==> src/verilog/mac_consts.svh <==
`ifndef MAC_CONSTS_SVH
`define MAC_CONSTS_SVH

// Register indices; byte address is four times the index
`define MAC_IDX_LOW_LIMIT   10'h089
`define MAC_IDX_SCRATCH     10'h08a
`define MAC_IDX_CFG_ONE     10'h08b
`define MAC_IDX_CFG_TWO     10'h08c
`define MAC_IDX_STATUS      10'h0a0
`define MAC_IDX_MASK        10'h0a1
`define MAC_IDX_CONTROL     10'h0a2
`define MAC_IDX_STATE       10'h0a3

// Reset values
`define MAC_RST_LOW_LIMIT   16'h8000
`define MAC_RST_SCRATCH     16'h5555
`define MAC_RST_CFG_ONE     16'h8010
`define MAC_RST_CFG_TWO     16'h0000

// Writable bits of the configuration words
`define MAC_CFG_ONE_WMASK   16'h87ff
`define MAC_CFG_TWO_WMASK   16'hc703

// Field positions of the first configuration word
`define MAC_EN_BIT          15
`define MAC_CMB_BIT         10
`define MAC_SRC_CH_MSB      9
`define MAC_SRC_CH_LSB      7
`define MAC_SNK_CH_MSB      6
`define MAC_SNK_CH_LSB      4
`define MAC_SRC_CUR_MSB     3
`define MAC_SRC_CUR_LSB     2
`define MAC_SNK_CUR_MSB     1
`define MAC_SNK_CUR_LSB     0

// Field positions of the second configuration word
`define MAC_MODE_MSB        15
`define MAC_MODE_LSB        14
`define MAC_DLY_MSB         10
`define MAC_DLY_LSB         8
`define MAC_OSR_MSB         1
`define MAC_OSR_LSB         0

// Sequencer modes
`define MAC_MODE_SHOT       2'h0
`define MAC_MODE_SHOT_TRIG  2'h1

// Interrupt status bits
`define MAC_IRQ_LOW         0
`define MAC_IRQ_SEQ_DONE    1
`define MAC_IRQ_CFG_BUSY    2
`define MAC_IRQ_W           3

// Control and state bits
`define MAC_CTL_LAUNCH_BIT  0
`define MAC_STATE_RUN_BIT   18

// Test current magnitudes in microamps
`define MAC_UA_OFF          8'h00
`define MAC_UA_LOW          8'h04
`define MAC_UA_MID          8'h28
`define MAC_UA_HIGH         8'hf0

// Most negative full-scale threshold
`define MAC_NEG_FS          16'h8000

`endif

==> src/verilog/mac_pkg.sv <==
package mac_pkg;
    typedef logic [15:0] mac_word_t;
    typedef logic [1:0]  mac_code_t;
    typedef enum {
        MAC_SEQ_IDLE,
        MAC_SEQ_RUN
    } mac_seq_e;
endpackage

==> src/verilog/mac_low_cmp.sv <==
`include "mac_consts.svh"

module mac_low_cmp
    import mac_pkg::*;
(
    input  wire logic      i_clk,
    input  wire logic      i_rst_n,
    input  wire logic      i_fast_valid,
    input  wire mac_word_t i_fast_data,
    input  wire mac_word_t i_limit,
    output logic           o_below
);
    logic below_now;

    // Signed compare, most negative limit never trips
    always_comb begin
        below_now = ($signed(i_fast_data) < $signed(i_limit));
        if (i_limit == `MAC_NEG_FS) begin
            below_now = 1'b0;
        end
    end

    // Result held between fast-filter outputs
    always_ff @(posedge i_clk) begin
        if (!i_rst_n) begin
            o_below <= 1'b0;
        end else if (i_fast_valid) begin
            o_below <= below_now;
        end
    end
endmodule // mac_low_cmp

==> src/verilog/mac_regs.sv <==
`include "mac_consts.svh"

// Overview of operation
// - Low limit is signed 16-bit, compared with first converter fast-filter result.
// - Low-limit event raised while fast-filter result is below the limit.
// - Limit at most negative full scale never raises the event.
// - Scratch word fully read/write, no effect, part of integrity check.
// - Config-one bit 15 enables multiplexed converter, resets to one.
// - Disable, standby or power-down clear result and sequence counter.
// - Bit 10 switches common-mode buffer on input seven, resets off.
// - Bits 9:7 route test source to input n, reset zero.
// - Bits 6:4 route test sink to input n, reset input one.
// - Source current bits 3:2: off, 4 uA, 240 uA; reset off.
// - Sink current bits 1:0: off, 4, 40, 240 uA; reset off.
// - Reserved bits 14:11 of config one always read zero.
// - Sequence launch aborts any running sequence and restarts it.
module mac_regs
    import mac_pkg::*;
(
    input  wire logic        i_clk,
    input  wire logic        i_rst_n,
    input  wire logic        i_psel,
    input  wire logic        i_penable,
    input  wire logic        i_pwrite,
    input  wire logic [11:0] i_paddr,
    input  wire logic [31:0] i_pwdata,
    output logic      [31:0] o_prdata,
    output logic             o_pready,
    output logic             o_pslverr,
    input  wire logic        i_fast_valid,
    input  wire mac_word_t   i_fast_data,
    input  wire logic        i_conv_valid,
    input  wire mac_word_t   i_conv_data,
    input  wire logic        i_step_done,
    input  wire logic        i_conv_start_trigger,
    input  wire logic        i_standby,
    input  wire logic        i_power_down,
    output logic             o_low_limit_event,
    output logic             o_mux_converter_enable,
    output logic             o_common_mode_buffer_enable,
    output logic      [2:0]  o_test_source_channel,
    output logic      [2:0]  o_test_sink_channel,
    output logic      [7:0]  o_test_source_route,
    output logic      [7:0]  o_test_sink_route,
    output logic      [7:0]  o_test_source_ua,
    output logic      [7:0]  o_test_sink_ua,
    output mac_code_t        o_sequencer_mode,
    output logic      [2:0]  o_channel_settle_delay,
    output mac_code_t        o_mux_oversampling_ratio,
    output logic             o_sequence_launch,
    output mac_code_t        o_sequence_counter,
    output mac_word_t        o_conv_result,
    output logic             o_irq
);
    mac_word_t                overcurrent_low_limit_a;
    mac_word_t                scratch_word;
    mac_word_t                mux_converter_config_one;
    mac_word_t                mux_converter_config_two;
    logic [`MAC_IRQ_W-1:0]    irq_status;
    logic [`MAC_IRQ_W-1:0]    irq_mask;
    logic [`MAC_IRQ_W-1:0]    irq_events;
    logic [1:0]               pin_meta;
    logic [1:0]               pin_sync;
    logic                     quiet;
    logic                     below;
    logic                     below_q;
    logic                     setup;
    logic                     access;
    logic                     wr_en;
    logic                     rd_done;
    logic                     mapped;
    logic [9:0]               word_idx;
    logic [31:0]              next_prdata;
    logic                     launch_req;
    logic                     seq_wrap;
    mac_seq_e                 seq_state;
    mac_seq_e                 next_seq_state;

    // Register index hit on an aligned word
    function automatic logic addr_hit(input logic [11:0] addr, input logic [9:0] idx);
        addr_hit = (addr[11:2] == idx) && (addr[1:0] == 2'h0);
    endfunction

    // Microamp value of a test current code
    function automatic logic [7:0] current_ua(input mac_code_t code, input logic sink);
        case (code)
            2'h1: begin
                current_ua = `MAC_UA_LOW;
            end
            2'h2: begin
                // Middle step exists on the sink only
                current_ua = sink ? `MAC_UA_MID : `MAC_UA_OFF;
            end
            2'h3: begin
                current_ua = `MAC_UA_HIGH;
            end
            default: begin
                current_ua = `MAC_UA_OFF;
            end
        endcase
    endfunction

    // Standby and power-down pins synchronised before use
    always_ff @(posedge i_clk) begin
        if (!i_rst_n) begin
            pin_meta <= 2'h0;
            pin_sync <= 2'h0;
        end else begin
            pin_meta <= {i_power_down, i_standby};
            pin_sync <= pin_meta;
        end
    end

    assign quiet = !mux_converter_config_one[`MAC_EN_BIT] || (pin_sync != 2'h0);

    // Low-limit comparator
    mac_low_cmp u_low_cmp (
        .i_clk        (i_clk),
        .i_rst_n      (i_rst_n),
        .i_fast_valid (i_fast_valid),
        .i_fast_data  (i_fast_data),
        .i_limit      (overcurrent_low_limit_a),
        .o_below      (below)
    );

    assign o_low_limit_event = below;

    always_ff @(posedge i_clk) begin
        if (!i_rst_n) begin
            below_q <= 1'b0;
        end else begin
            below_q <= below;
        end
    end

    // APB decode; zero wait states
    assign setup    = i_psel && !i_penable;
    assign access   = i_psel && i_penable;
    assign word_idx = i_paddr[11:2];
    assign o_pready = 1'b1;

    always_comb begin
        mapped = addr_hit(i_paddr, `MAC_IDX_LOW_LIMIT)
              || addr_hit(i_paddr, `MAC_IDX_SCRATCH)
              || addr_hit(i_paddr, `MAC_IDX_CFG_ONE)
              || addr_hit(i_paddr, `MAC_IDX_CFG_TWO)
              || addr_hit(i_paddr, `MAC_IDX_STATUS)
              || addr_hit(i_paddr, `MAC_IDX_MASK)
              || addr_hit(i_paddr, `MAC_IDX_CONTROL)
              || addr_hit(i_paddr, `MAC_IDX_STATE);
    end

    assign o_pslverr = access && !mapped;
    assign wr_en     = access && i_pwrite && mapped;
    assign rd_done   = access && !i_pwrite && mapped;

    // Read data sampled in the setup phase so it comes from a flip-flop
    always_comb begin
        next_prdata = 32'h0;
        if (i_paddr[1:0] == 2'h0) begin
            case (word_idx)
                `MAC_IDX_LOW_LIMIT: begin
                    next_prdata[15:0] = overcurrent_low_limit_a;
                end
                `MAC_IDX_SCRATCH: begin
                    next_prdata[15:0] = scratch_word;
                end
                `MAC_IDX_CFG_ONE: begin
                    next_prdata[15:0] = mux_converter_config_one;
                end
                `MAC_IDX_CFG_TWO: begin
                    next_prdata[15:0] = mux_converter_config_two;
                end
                `MAC_IDX_STATUS: begin
                    next_prdata[`MAC_IRQ_W-1:0] = irq_status;
                end
                `MAC_IDX_MASK: begin
                    next_prdata[`MAC_IRQ_W-1:0] = irq_mask;
                end
                `MAC_IDX_STATE: begin
                    next_prdata[15:0]  = o_conv_result;
                    next_prdata[17:16] = o_sequence_counter;
                    next_prdata[`MAC_STATE_RUN_BIT] = (seq_state == MAC_SEQ_RUN);
                end
                default: begin
                    next_prdata = 32'h0;
                end
            endcase
        end
    end

    always_ff @(posedge i_clk) begin
        if (!i_rst_n) begin
            o_prdata <= 32'h0;
        end else if (setup) begin
            o_prdata <= next_prdata;
        end
    end

    // Threshold and scratch words
    always_ff @(posedge i_clk) begin
        if (!i_rst_n) begin
            overcurrent_low_limit_a <= `MAC_RST_LOW_LIMIT;
            scratch_word            <= `MAC_RST_SCRATCH;
        end else if (wr_en) begin
            if (addr_hit(i_paddr, `MAC_IDX_LOW_LIMIT)) begin
                overcurrent_low_limit_a <= i_pwdata[15:0];
            end
            if (addr_hit(i_paddr, `MAC_IDX_SCRATCH)) begin
                scratch_word <= i_pwdata[15:0];
            end
        end
    end

    // Configuration words; reserved bits never stored
    always_ff @(posedge i_clk) begin
        if (!i_rst_n) begin
            mux_converter_config_one <= `MAC_RST_CFG_ONE;
            mux_converter_config_two <= `MAC_RST_CFG_TWO;
        end else if (wr_en) begin
            if (addr_hit(i_paddr, `MAC_IDX_CFG_ONE)) begin
                mux_converter_config_one <= i_pwdata[15:0] & `MAC_CFG_ONE_WMASK;
            end
            if (addr_hit(i_paddr, `MAC_IDX_CFG_TWO)) begin
                mux_converter_config_two <= i_pwdata[15:0] & `MAC_CFG_TWO_WMASK;
            end
        end
    end

    // Configuration fields out to the analog side
    assign o_mux_converter_enable      = mux_converter_config_one[`MAC_EN_BIT];
    assign o_common_mode_buffer_enable = mux_converter_config_one[`MAC_CMB_BIT];
    assign o_test_source_channel =
        mux_converter_config_one[`MAC_SRC_CH_MSB:`MAC_SRC_CH_LSB];
    assign o_test_sink_channel =
        mux_converter_config_one[`MAC_SNK_CH_MSB:`MAC_SNK_CH_LSB];
    assign o_test_source_ua = current_ua(
        mux_converter_config_one[`MAC_SRC_CUR_MSB:`MAC_SRC_CUR_LSB], 1'b0);
    assign o_test_sink_ua = current_ua(
        mux_converter_config_one[`MAC_SNK_CUR_MSB:`MAC_SNK_CUR_LSB], 1'b1);
    assign o_sequencer_mode = mux_converter_config_two[`MAC_MODE_MSB:`MAC_MODE_LSB];
    assign o_channel_settle_delay = mux_converter_config_two[`MAC_DLY_MSB:`MAC_DLY_LSB];
    assign o_mux_oversampling_ratio = mux_converter_config_two[`MAC_OSR_MSB:`MAC_OSR_LSB];

    // One-hot routing, idle while the current is off
    genvar g;
    generate
        for (g = 0; g < 8; g = g + 1) begin : g_route
            assign o_test_source_route[g] = (o_test_source_channel == 3'(g))
                                         && (o_test_source_ua != `MAC_UA_OFF);
            assign o_test_sink_route[g]   = (o_test_sink_channel == 3'(g))
                                         && (o_test_sink_ua != `MAC_UA_OFF);
        end
    endgenerate

    // Launch is write-one; trigger only starts an idle sequence
    always_comb begin
        launch_req = wr_en && addr_hit(i_paddr, `MAC_IDX_CONTROL)
                  && i_pwdata[`MAC_CTL_LAUNCH_BIT];
    end

    assign seq_wrap = i_step_done && (o_sequence_counter == 2'h3);

    always_comb begin
        next_seq_state = seq_state;
        case (seq_state)
            MAC_SEQ_IDLE: begin
                if (launch_req) begin
                    next_seq_state = MAC_SEQ_RUN;
                end else if (i_conv_start_trigger
                          && o_sequencer_mode == `MAC_MODE_SHOT_TRIG) begin
                    next_seq_state = MAC_SEQ_RUN;
                end
            end
            MAC_SEQ_RUN: begin
                // Continuous modes never leave on their own
                if (launch_req) begin
                    next_seq_state = MAC_SEQ_RUN;
                end else if (seq_wrap && !o_sequencer_mode[1]) begin
                    next_seq_state = MAC_SEQ_IDLE;
                end
            end
            default: begin
                next_seq_state = MAC_SEQ_IDLE;
            end
        endcase
        if (quiet) begin
            next_seq_state = MAC_SEQ_IDLE;
        end
    end

    always_ff @(posedge i_clk) begin
        if (!i_rst_n) begin
            seq_state <= MAC_SEQ_IDLE;
        end else begin
            seq_state <= next_seq_state;
        end
    end

    always_ff @(posedge i_clk) begin
        if (!i_rst_n) begin
            o_sequence_launch <= 1'b0;
        end else begin
            o_sequence_launch <= !quiet && next_seq_state == MAC_SEQ_RUN
                              && (launch_req || seq_state == MAC_SEQ_IDLE);
        end
    end

    // Sequence counter; launch restarts from step zero
    always_ff @(posedge i_clk) begin
        if (!i_rst_n) begin
            o_sequence_counter <= 2'h0;
        end else if (quiet || launch_req) begin
            o_sequence_counter <= 2'h0;
        end else if (i_step_done && seq_state == MAC_SEQ_RUN) begin
            o_sequence_counter <= o_sequence_counter + 2'h1;
        end
    end

    always_ff @(posedge i_clk) begin
        if (!i_rst_n) begin
            o_conv_result <= 16'h0;
        end else if (quiet) begin
            o_conv_result <= 16'h0;
        end else if (i_conv_valid) begin
            o_conv_result <= i_conv_data;
        end
    end

    // Interrupt events; set beats the read clear
    always_comb begin
        irq_events = '0;
        irq_events[`MAC_IRQ_LOW]      = below && !below_q;
        irq_events[`MAC_IRQ_SEQ_DONE] = seq_wrap && seq_state == MAC_SEQ_RUN;
        // Flags a second configuration word write while the converter enable bit is set
        irq_events[`MAC_IRQ_CFG_BUSY] = wr_en && mux_converter_config_one[`MAC_EN_BIT]
                                     && addr_hit(i_paddr, `MAC_IDX_CFG_TWO);
    end

    always_ff @(posedge i_clk) begin
        if (!i_rst_n) begin
            irq_status <= '0;
        end else if (rd_done && addr_hit(i_paddr, `MAC_IDX_STATUS)) begin
            irq_status <= irq_events;
        end else begin
            irq_status <= irq_status | irq_events;
        end
    end

    always_ff @(posedge i_clk) begin
        if (!i_rst_n) begin
            irq_mask <= '0;
        end else if (wr_en && addr_hit(i_paddr, `MAC_IDX_MASK)) begin
            irq_mask <= i_pwdata[`MAC_IRQ_W-1:0];
        end
    end

    assign o_irq = |(irq_status & irq_mask);
endmodule // mac_regs

==> config.mk <==
export PLATFORM = sky130hd
export DESIGN_NAME = mac_regs
export DESIGN_NICKNAME = d
export VERILOG_FILES = /design/src/verilog/mac_pkg.sv /design/src/verilog/mac_low_cmp.sv /design/src/verilog/mac_regs.sv
export VERILOG_INCLUDE_DIRS = /design/src /design/src/verilog
export SDC_FILE = /design/constraint.sdc
export NUM_CORES = 1
export LEC_CHECK = 0
export ABC_AREA = 1
export ABC_CLOCK_PERIOD_IN_PS = 1500
export BUFFER_PORTS_ARGS = -buffer_cell sky130_fd_sc_hd__buf_2
export CAP_MARGIN = 20
export CORE_MARGIN = 2
export CORE_UTILIZATION = 39
export DETAILED_ROUTE_END_ITERATION = 7
export GPL_ROUTABILITY_DRIVEN = 0
export HOLD_SLACK_MARGIN = 0.02
export PLACE_DENSITY_LB_ADDON = 0.2
export SYNTH_ARGS = -nofsm -noshare
export SYNTH_HDL_FRONTEND = slang
export SYNTH_SLANG_ARGS = --single-unit
==> constraint.sdc <==
create_clock -name i_clk -period 1.5 [get_ports i_clk]
set_input_delay 0 -clock i_clk [delete_from_list [all_inputs] [get_ports i_clk]]
set_output_delay 0 -clock i_clk [all_outputs]
set_load 0.02 [all_outputs]
After elaboration in Yosys (flattened, before gate mapping):

Index checks and enable logic that the tools add are counted.

* order comparisons: 1
* equality and inequality tests: 33
* muxes and demuxes: 14
* bitwise logic cells: 3
* $add $sub $neg: 1
* reductions and logical operators: 77

Operators by type and width (number)
* $mux W32: 5
* $eq A10 B8 Y1 const B: 8
* $pmux W13 S5: 1
* $eq A32 B2 Y1 const B: 2
* $logic_not A32 Y1: 2
* $pmux W32 S2: 1
* $logic_and A1 B1 Y1: 45
* $eq A32 B1 Y1 const B: 1
* $eq A3 B3 Y1 const B: 8
* $pmux W8 S3: 1
* $pmux W3 S7: 1
* $mux W19: 1
* $eq A16 B16 Y1 const B: 1
* $lt A16 B16 Y1: 1
* $pmux W8 S2: 1
* $reduce_bool A8 Y1: 2
* $eq A3 B2 Y1 const B: 4
* $logic_or A1 B1 Y1: 10
* $eq A2 B2 Y1 const B: 4
* $reduce_and A2 Y1: 4
* $logic_not A1 Y1: 7
* $eq A2 B1 Y1 const B: 3
* $eq A3 B1 Y1 const B: 2
* $logic_not A3 Y1: 2
* other kinds (10): 12

* flip-flop bits (word level): 146
* input port bits: 87
* output and inout bits: 102

Logic depth before layout (Yosys ltp):

Gate-level depths: netlist of the first run.

* depth after elaboration: 18
* depth in mapped cells: 13

Hierarchy:

From an unflattened synthesis of the first run, not the netlist that was laid out.

* cells, all modules: 831
* area total of the unflattened synthesis: 6089.6 um2

By module, submodules not included
* mac_regs: cells an instance 746, instances 1, area each 5554.1 um2
* mac_low_cmp: cells an instance 85, instances 1, area each 535.5 um2

Least setup slack after synthesis of the first run:

Ideal clock, no wire load.

* kind: register -> register
* from: register overcurrent_low_limit_a[15]
* to: register u_low_cmp.o_below
* stages on the path, launching flop included: 11
* arrival: 1.249 ns
* setup time: 0.121 ns
* buffers on the path: 0
* slack: 0.130 ns
* cells stage by stage: dfxtp_1 > inv_1 > ha_1 > nand2_1 > inv_1 > nand3_1 > inv_1 > a21oi_1 > nand3_1 > nand3_1 > o21ai_0

* longest elaborated chain between the ends: 2
* elaborated cells between the ends (all ways): 3
* classes of those cells: 1 x order compare; 1 x eq/ne; 1 x mux

RTL lines
* from (decl): line mac_regs.sv:55 `mac_word_t overcurrent_low_limit_a;`
* from (signal assigned): line mac_regs.sv:203 `` overcurrent_low_limit_a <= `MAC_RST_LOW_LIMIT; ``
* from (signal assigned): line mac_regs.sv:207 `overcurrent_low_limit_a <= i_pwdata[15:0];`
* $lt A16 B16 Y1 or $eq A16 B16 Y1 (tied branches)
* $mux W1 *: line mac_low_cmp.sv:18 `` if (i_limit == `MAC_NEG_FS) begin ``
* to (signal assigned): line mac_low_cmp.sv:28 `o_below <= below_now;`
* to (decl): line mac_low_cmp.sv:11 `output logic o_below`

Every way passes the cells marked *; elsewhere a longest branch is shown, timed or not.
A chain may end at the register's enable or synchronous reset.

Final worst setup path of the first run:

* from: register overcurrent_low_limit_a[1]
* to: register u_low_cmp.o_below

The elaborated chain is that of the path after synthesis.

==> results of run 1 <==
==> synth_stat cells <==
cell	instances	area, um^2
inv_2	6	22.5
o31ai_1	1	7.51
nor2_2	2	12.5
o21ai_1	16	80.1
nand3_1	31	155
nand4_1	8	50.1
conb_1	2	7.51
nand2_1	186	698
o221ai_1	2	17.5
buf_1	2	7.51
o22ai_1	7	43.8
nor2_8	1	20.0
dfxtp_1	133	2660
nand3_2	3	30.0
o21ai_0	55	275
nor2_4	5	56.3
nor4_1	5	31.3
nor2_1	161	604
a31oi_1	1	6.26
inv_1	81	304
nor3_1	10	50.1
nand2_2	1	6.26
clkbuf_1	16	60.1
buf_6	3	33.8
nand4_4	1	21.3
a21oi_1	54	270
buf_4	31	233
ha_1	16	200
nand3b_1	3	22.5
o211ai_1	2	15.0
o21a_1	1	7.51
o2111ai_1	2	17.5
xor2_1	1	8.76
buf_2	4	20.0
==> how the worst max path moves through the flow <==
stage / slack, ns / from / end / depth (start not counted)
5_1_grt: -0.05 / overcurrent_low_limit_a[15] / u_low_cmp.o_below / 11
2_1_floorplan: 0.13 / overcurrent_low_limit_a[15] / u_low_cmp.o_below / 10
3_5_place_dp: -0.05 / i_paddr[5] / o_prdata[2] / 9
4_1_cts: 0.007 / overcurrent_low_limit_a[15] / u_low_cmp.o_below / 10
6_report: 0.06 / overcurrent_low_limit_a[1] / u_low_cmp.o_below / 13
3_3_place_gp: -0.03 / i_paddr[5] / o_prdata[2] / 9
==> layer usage <==
layer | up-vias | routed length, um
li1 | 3180 | -
met5 | - | 0
met3 | 27 | 1160
met2 | 189 | 8280
met1 | 2742 | 8180
met4 | 0 | 406
==> placed cells by master (no fill, tap or decap), types with 2 or more instances in the layout <==
master / instances
conb_1: 50
o221ai_1: 2
o2111ai_1: 2
o21ai_0: 51
nor4_1: 5
dfxtp_1: 127
nor3_2: 2
nand4_1: 8
nor2_1: 155
dfxtp_2: 6
nand2_2: 4
clkbuf_16: 17
nor2_2: 6
clkinvlp_4: 3
inv_1: 78
buf_2: 153
buf_12: 3
o22ai_1: 7
nor2_4: 7
buf_4: 55
a21oi_1: 49
clkbuf_1: 3
inv_2: 9
nand2_1: 183
o21ai_1: 19
ha_1: 10
dlygate4sd3_1: 41
nand3_1: 29
a21oi_2: 5
o211ai_1: 2
clkbuf_8: 3
bufinv_16: 4
nor3_1: 8
nand3b_1: 3
nand3_2: 5
ha_4: 6
==> timing repair <==
action / in CTS / in global routing
pin swaps: 0 / 10
buffers inserted: 0 / 4
setup endpoints to repair: 1 / 11
hold buffers: 41 / 0
hold endpoints to repair: 78 / 0
gates resized for setup: 1 / 39
==> state kept, by name, summed over array words and instances, names as in the netlist, 2 cells and up <==
name                      flops
irq_mask                      3
irq_status                    3
mux_converter_config_one     12
mux_converter_config_two      7
o_conv_result                16
o_prdata                     19
o_sequence_counter            2
overcurrent_low_limit_a      16
pin_meta                      2
pin_sync                      2
scratch_word                 16
seq_state                    32
==> critical path: stages (launching register included) <==
cell	delay, ns
dfxtp_2	0.33
inv_2	0.05
ha_4	0.25
o21ai_2	0.04
nand2_1	0.06
nand3_1	0.06
nand2_1	0.09
nand2_1	0.07
nand2_2	0.09
nand2_2	0.06
nand2_1	0.06
nand2_1	0.05
nand3_1	0.05
o21ai_1	0.06
==> stage by stage <==
step	area [um^2]	TNS [ns]	setup WS (ns)	hold WS, ns
2_1_floorplan	6240	0	0.130	0.0976
4_1_cts	8370	0	0.00677	0.0356
6_report	8550	0	0.0625	0.0521
3_3_place_gp	7330	-0.0600	-0.0303	0.189
3_5_place_dp	7330	-0.0980	-0.0525	0.190
5_1_grt	8550	-0.0703	-0.0526	0.0564
==> power by group <==
part	switching, W	internal (W)	leakage (nW)
combinational	0.000362	0.000266	2.74
clock	0.00149	0.00290	0.295
sequential	0.0000389	0.00361	1.09
==> cell type report <==
cell class,instances,area [um^2]
inverter,87,327
tap,188,235
clock buffer,23,478
multi-input combinational,625,3050
sequential,133,2670
clock inverter,8,148
fill,1468,6650
timing repair buffer,252,1650
==> cell families (layout without fill, tap and decap cells) <==
family,count (synthesis),after routing,share of synthesized area [%]
flip-flops,133,133,43.9
buffers and inverters,143,370,11.2
AND/OR/NAND/NOR,417,417,29.0
adder cells (fa/ha/maj),16,16,3.30
XOR/XNOR,1,1,0.145
other,2,50,0.124
AO/OA/AOI/OAI,141,141,12.2
==> out/qor.txt, run 1 <==
status -> finished clean
fin nets -> 1219
Horiz. Die Dim -> 129 um
worst slew pin tran -> 0.551 ns
# setup viols final -> 0
RSZ-0062 raised after global routing -> true
clk sinks -> 133
Site Rows -> 45
1st-pass router iterations -> 5
Post-Syn Area per Cell -> 7.10 um^2
vias per cell -> 4.66
Hold WC Path Type -> input pin to register
Post-Syn Area -> 0.00606 mm^2
fraction of layout instances using a drive strength above 1 -> 25.9%
Slew HR -> 62.9%
io pins -> 189
Crit path required time -> 1.81 ns
largest net degree at the start of global routing -> 26
Clock Pin Slew Worst Setup and Hold Paths -> 0.06 ns
reg2reg start -> overcurrent_low_limit_a[1]
drt drc -> 0
Hold EP -> o_conv_result[11]
Die ar. -> 0.0165 mm^2
Min-Delay Startpoint -> i_conv_valid
VDD IR-drop max -> 0.000762 V
Routed Antenna Nets -> 0
met3 usage -> 5.53%
Area growth, synth to finish -> 41.2%
maximum clock rate -> 0.696 GHz
gr ovfl total -> 0
Seq/Total Area, Yosys -> 43.9%
fin cells -> 1316
Starting Density -> 39.9%
Leak -> 4.13 nW
H-tree depth -> 4
Synth cell types -> 34
highest net fanout along the worst path -> 2
Tmin final -> 1.44 ns
met1 Use GR -> 28.9%
Total GRT Usage -> 22.2%
Clk Latency, worst-skew pair -> 0.42 ns
hold path cells -> 4
nature of the critical path endpoint -> register
clock buffer depth -> 2
CP arrival -> 1.74 ns
DR iter-0 viols -> 412
#FFs+latches synth -> 133
Final Hold Fails -> 0
max cap viols -> 0
CTS tree -> done
port bufs -> 153
Yosys Warn Count -> 0
Root Driver -> clkbuf_16
core area -> 0.0152 mm^2
chip height -> 129 um
R2R depth -> 13
CTS Buf Count -> 17
vias post-DR -> 6138
initial antenna violation count -> 0
busiest grt layer -> met2
Clock Skews -> 0.00909 ns
Global Route met2 Usage -> 35.9%
DP HPWL -> 13500 um
Startpoint Class -> register
vias in the first global route -> 5627
Setup Crit Path Kind -> register to register
wire per inst -> 13.7 um
drt total wl -> 18000 um
reg2reg setup slack -> 0.06 ns
dpl cells -> 1240
n_diodes -> 0
final total power -> 0.00866 W
r2r endpoint -> u_low_cmp.o_below
post-layout util -> 56.3%
cells after synthesis -> 853
final period utilization -> 95.8%
global-route wire length before repair -> 28200 um
Pins Over Slew Limit -> 0
P per Cell Area -> 1010 mW/mm^2
(Power assumes the default switching activity.)
==> run 2: changes to the inputs <==
- PLACE_DENSITY: unset -> 0.66
- PLACE_DENSITY_LB_ADDON: 0.2 -> unset
==> run 2 against run 1 <==
Die area unchanged. Cell count increased by 1.1%. Sequential power about the same. Flip-flop and latch count unchanged. Clock-buffer cell count decreased by 3. Critical path depth unchanged. Critical path type unchanged. Critical endpoint unchanged.
==> out/qor.txt, run 2 (synthesized netlist as in run 1, its figures left out) <==
highest net fanout along the worst path -> 2 (unchanged)
final period utilization -> 98.3% (+2.5 points)
gr ovfl total -> 0 (unchanged)
Tmin final -> 1.48 ns (+0.0376 ns)
io pins -> 189 (unchanged)
chip height -> 129 um (unchanged)
setup_tns -> 0 ns (unchanged)
maximum clock rate -> 0.678 GHz (-2.5%)
Horiz. Die Dim -> 129 um (unchanged)
Setup Crit Path Kind -> register to register
Top reg by flops -> seq_state
global-route wire length before repair -> 28900 um (+2.3%)
Crit path required time -> 1.80 ns (about the same)
DP HPWL -> 13700 um (+1.7%)
Pins Over Slew Limit -> 0 (unchanged)
max cap viols -> 0 (unchanged)
Clock Pin Slew Worst Setup and Hold Paths -> 0.06 ns (about the same)
most common cell after layout, fill and taps aside -> nand2_1
final total power -> 0.00815 W (-5.9%)
CTS Buf Count -> 17 (unchanged)
Site Rows -> 45 (unchanged)
RSZ-0062 raised after global routing -> true
clock buffer depth -> 2 (unchanged)
CTS tree -> done
vias post-DR -> 6302 (+2.7%)
nature of the critical path endpoint -> register
Root Driver -> clkbuf_16
fin nets -> 1234 (+1.2%)
initial antenna violation count -> 0 (unchanged)
largest net degree at the start of global routing -> 22 (-15%)
max reg flops -> 32 (unchanged)
DR iter-0 viols -> 522 (+27%)
core area -> 0.0152 mm^2 (unchanged)
# setup viols final -> 0 (unchanged)
H-tree depth -> 4 (unchanged)
drt total wl -> 18500 um (+2.9%)
Leak -> 4.14 nW (+0.25%)
Startpoint Class -> register
CP arrival -> 1.78 ns (+0.04 ns)
VDD IR-drop max -> 0.000846 V (+11%)
Total GRT Usage -> 22.7% (+0.56 points)
final worst setup slack -> 0.0249 ns (-0.0376 ns)
biggest regs -> seq_state (32), o_prdata (19)
status -> finished clean
Area growth, synth to finish -> 41.8%
Die ar. -> 0.0165 mm^2 (unchanged)
vias per cell -> 4.73 (+1.5%)
pre-CTS WS -> -0.0781 ns (-0.0255 ns)
post-layout util -> 56.5% (+0.27 points)
fraction of layout instances using a drive strength above 1 -> 25.9% (about the same)
P per Cell Area -> 949 mW/mm^2 (-6.4%)
Final Hold Fails -> 0 (unchanged)
Starting Density -> 39.9% (unchanged)
drt drc -> 0 (unchanged)
1st-pass router iterations -> 5 (unchanged)
n_diodes -> 0 (unchanged)
Clk Latency, worst-skew pair -> 0.42 ns (about the same)
most frequent cells in the layout -> nand2_1 (183), nor2_1 (156), buf_2 (153)
wire per inst -> 13.9 um (+1.7%)
Clock Skews -> 0.0100 ns (+0.000939 ns)
Hold WC Path Type -> input pin to register
port bufs -> 153 (unchanged)
clk sinks -> 133 (unchanged)
Routed Antenna Nets -> 0 (unchanged)
vias in the first global route -> 5860 (+4.1%)
[run 2: metal layers]
metal / vias to the layer above / wire length [um] / global-route usage [%]
met5: - / 0 / 0
met4: 0 / 213 / 6.33
met3: 18 / 1340 / 5.24
met2: 250 / 8750 / 38.3
met1: 2828 / 8240 / 29.4
li1: 3206 / - / -
[run 2: worst max-delay path, cell delays in order, from the launching register on]
cell and delay, ns:
dfxtp_2 0.33, inv_2 0.05, ha_4 0.25, o21ai_2 0.04, nand2_1 0.06, nand3_1 0.07, nand2_1 0.08, nand2_1 0.07
nand2_2 0.09, nand2_2 0.06, nand2_1 0.06, nand2_1 0.05, nand3_1 0.08, o21ai_1 0.07
[run 2: power breakdown]
part | switching (W) | total [W] | leakage, nW | internal (W)
combinational | 0.000370 | 0.000654 | 2.78 | 0.000284
sequential | 0.0000370 | 0.00364 | 1.09 | 0.00361
clock | 0.00154 | 0.00385 | 0.266 | 0.00231
[run 2: final cells by class]
cell class | instances | area [um^2]
clock buffers | 20 | 447
fillers | 1454 | 6610
clock inverters | 11 | 104
well taps | 188 | 235
inverters | 87 | 327
multi-input cells | 625 | 3020
flip-flops and latches | 133 | 2680
repair buffers | 267 | 1780
[run 2: path summary, 6_finish.rpt]
check / from / slack, ns / cells after the start / endpoint
setup / recovery: overcurrent_low_limit_a[1] / 0.02 / 13 / u_low_cmp.o_below
hold / removal: i_fast_data[15] / 0.09 / 5 / u_low_cmp.o_below
setup reg to reg: overcurrent_low_limit_a[1] / 0.02 / 13 / u_low_cmp.o_below
hold reg to reg: pin_meta[0] / 0.41 / 2 / pin_sync[0]
[run 2: metrics by stage]
| step | hold WS (ns) | cell area [um^2] | cells |
|---|---|---|---|
| 2_1_floorplan | 0.0976 | 6240 | 901 |
| 3_3_place_gp | 0.184 | 7350 | 1244 |
| 3_5_place_dp | 0.187 | 7350 | 1244 |
| 4_1_cts | 0.0470 | 8470 | 1330 |
| 5_1_grt | 0.0979 | 8590 | 1331 |
| 6_report | 0.0870 | 8590 | 1331 |
[run 2: repair_timing]
| action | in CTS | in global routing |
|---|---|---|
| endpoints found under the setup margin | 2 | 13 |
| hold buffers | 55 | 0 |
| endpoints found under the hold margin | 78 | 0 |
| pin swaps | 1 | 13 |
| buffers inserted | 0 | 1 |
| gates resized for setup | 5 | 36 |
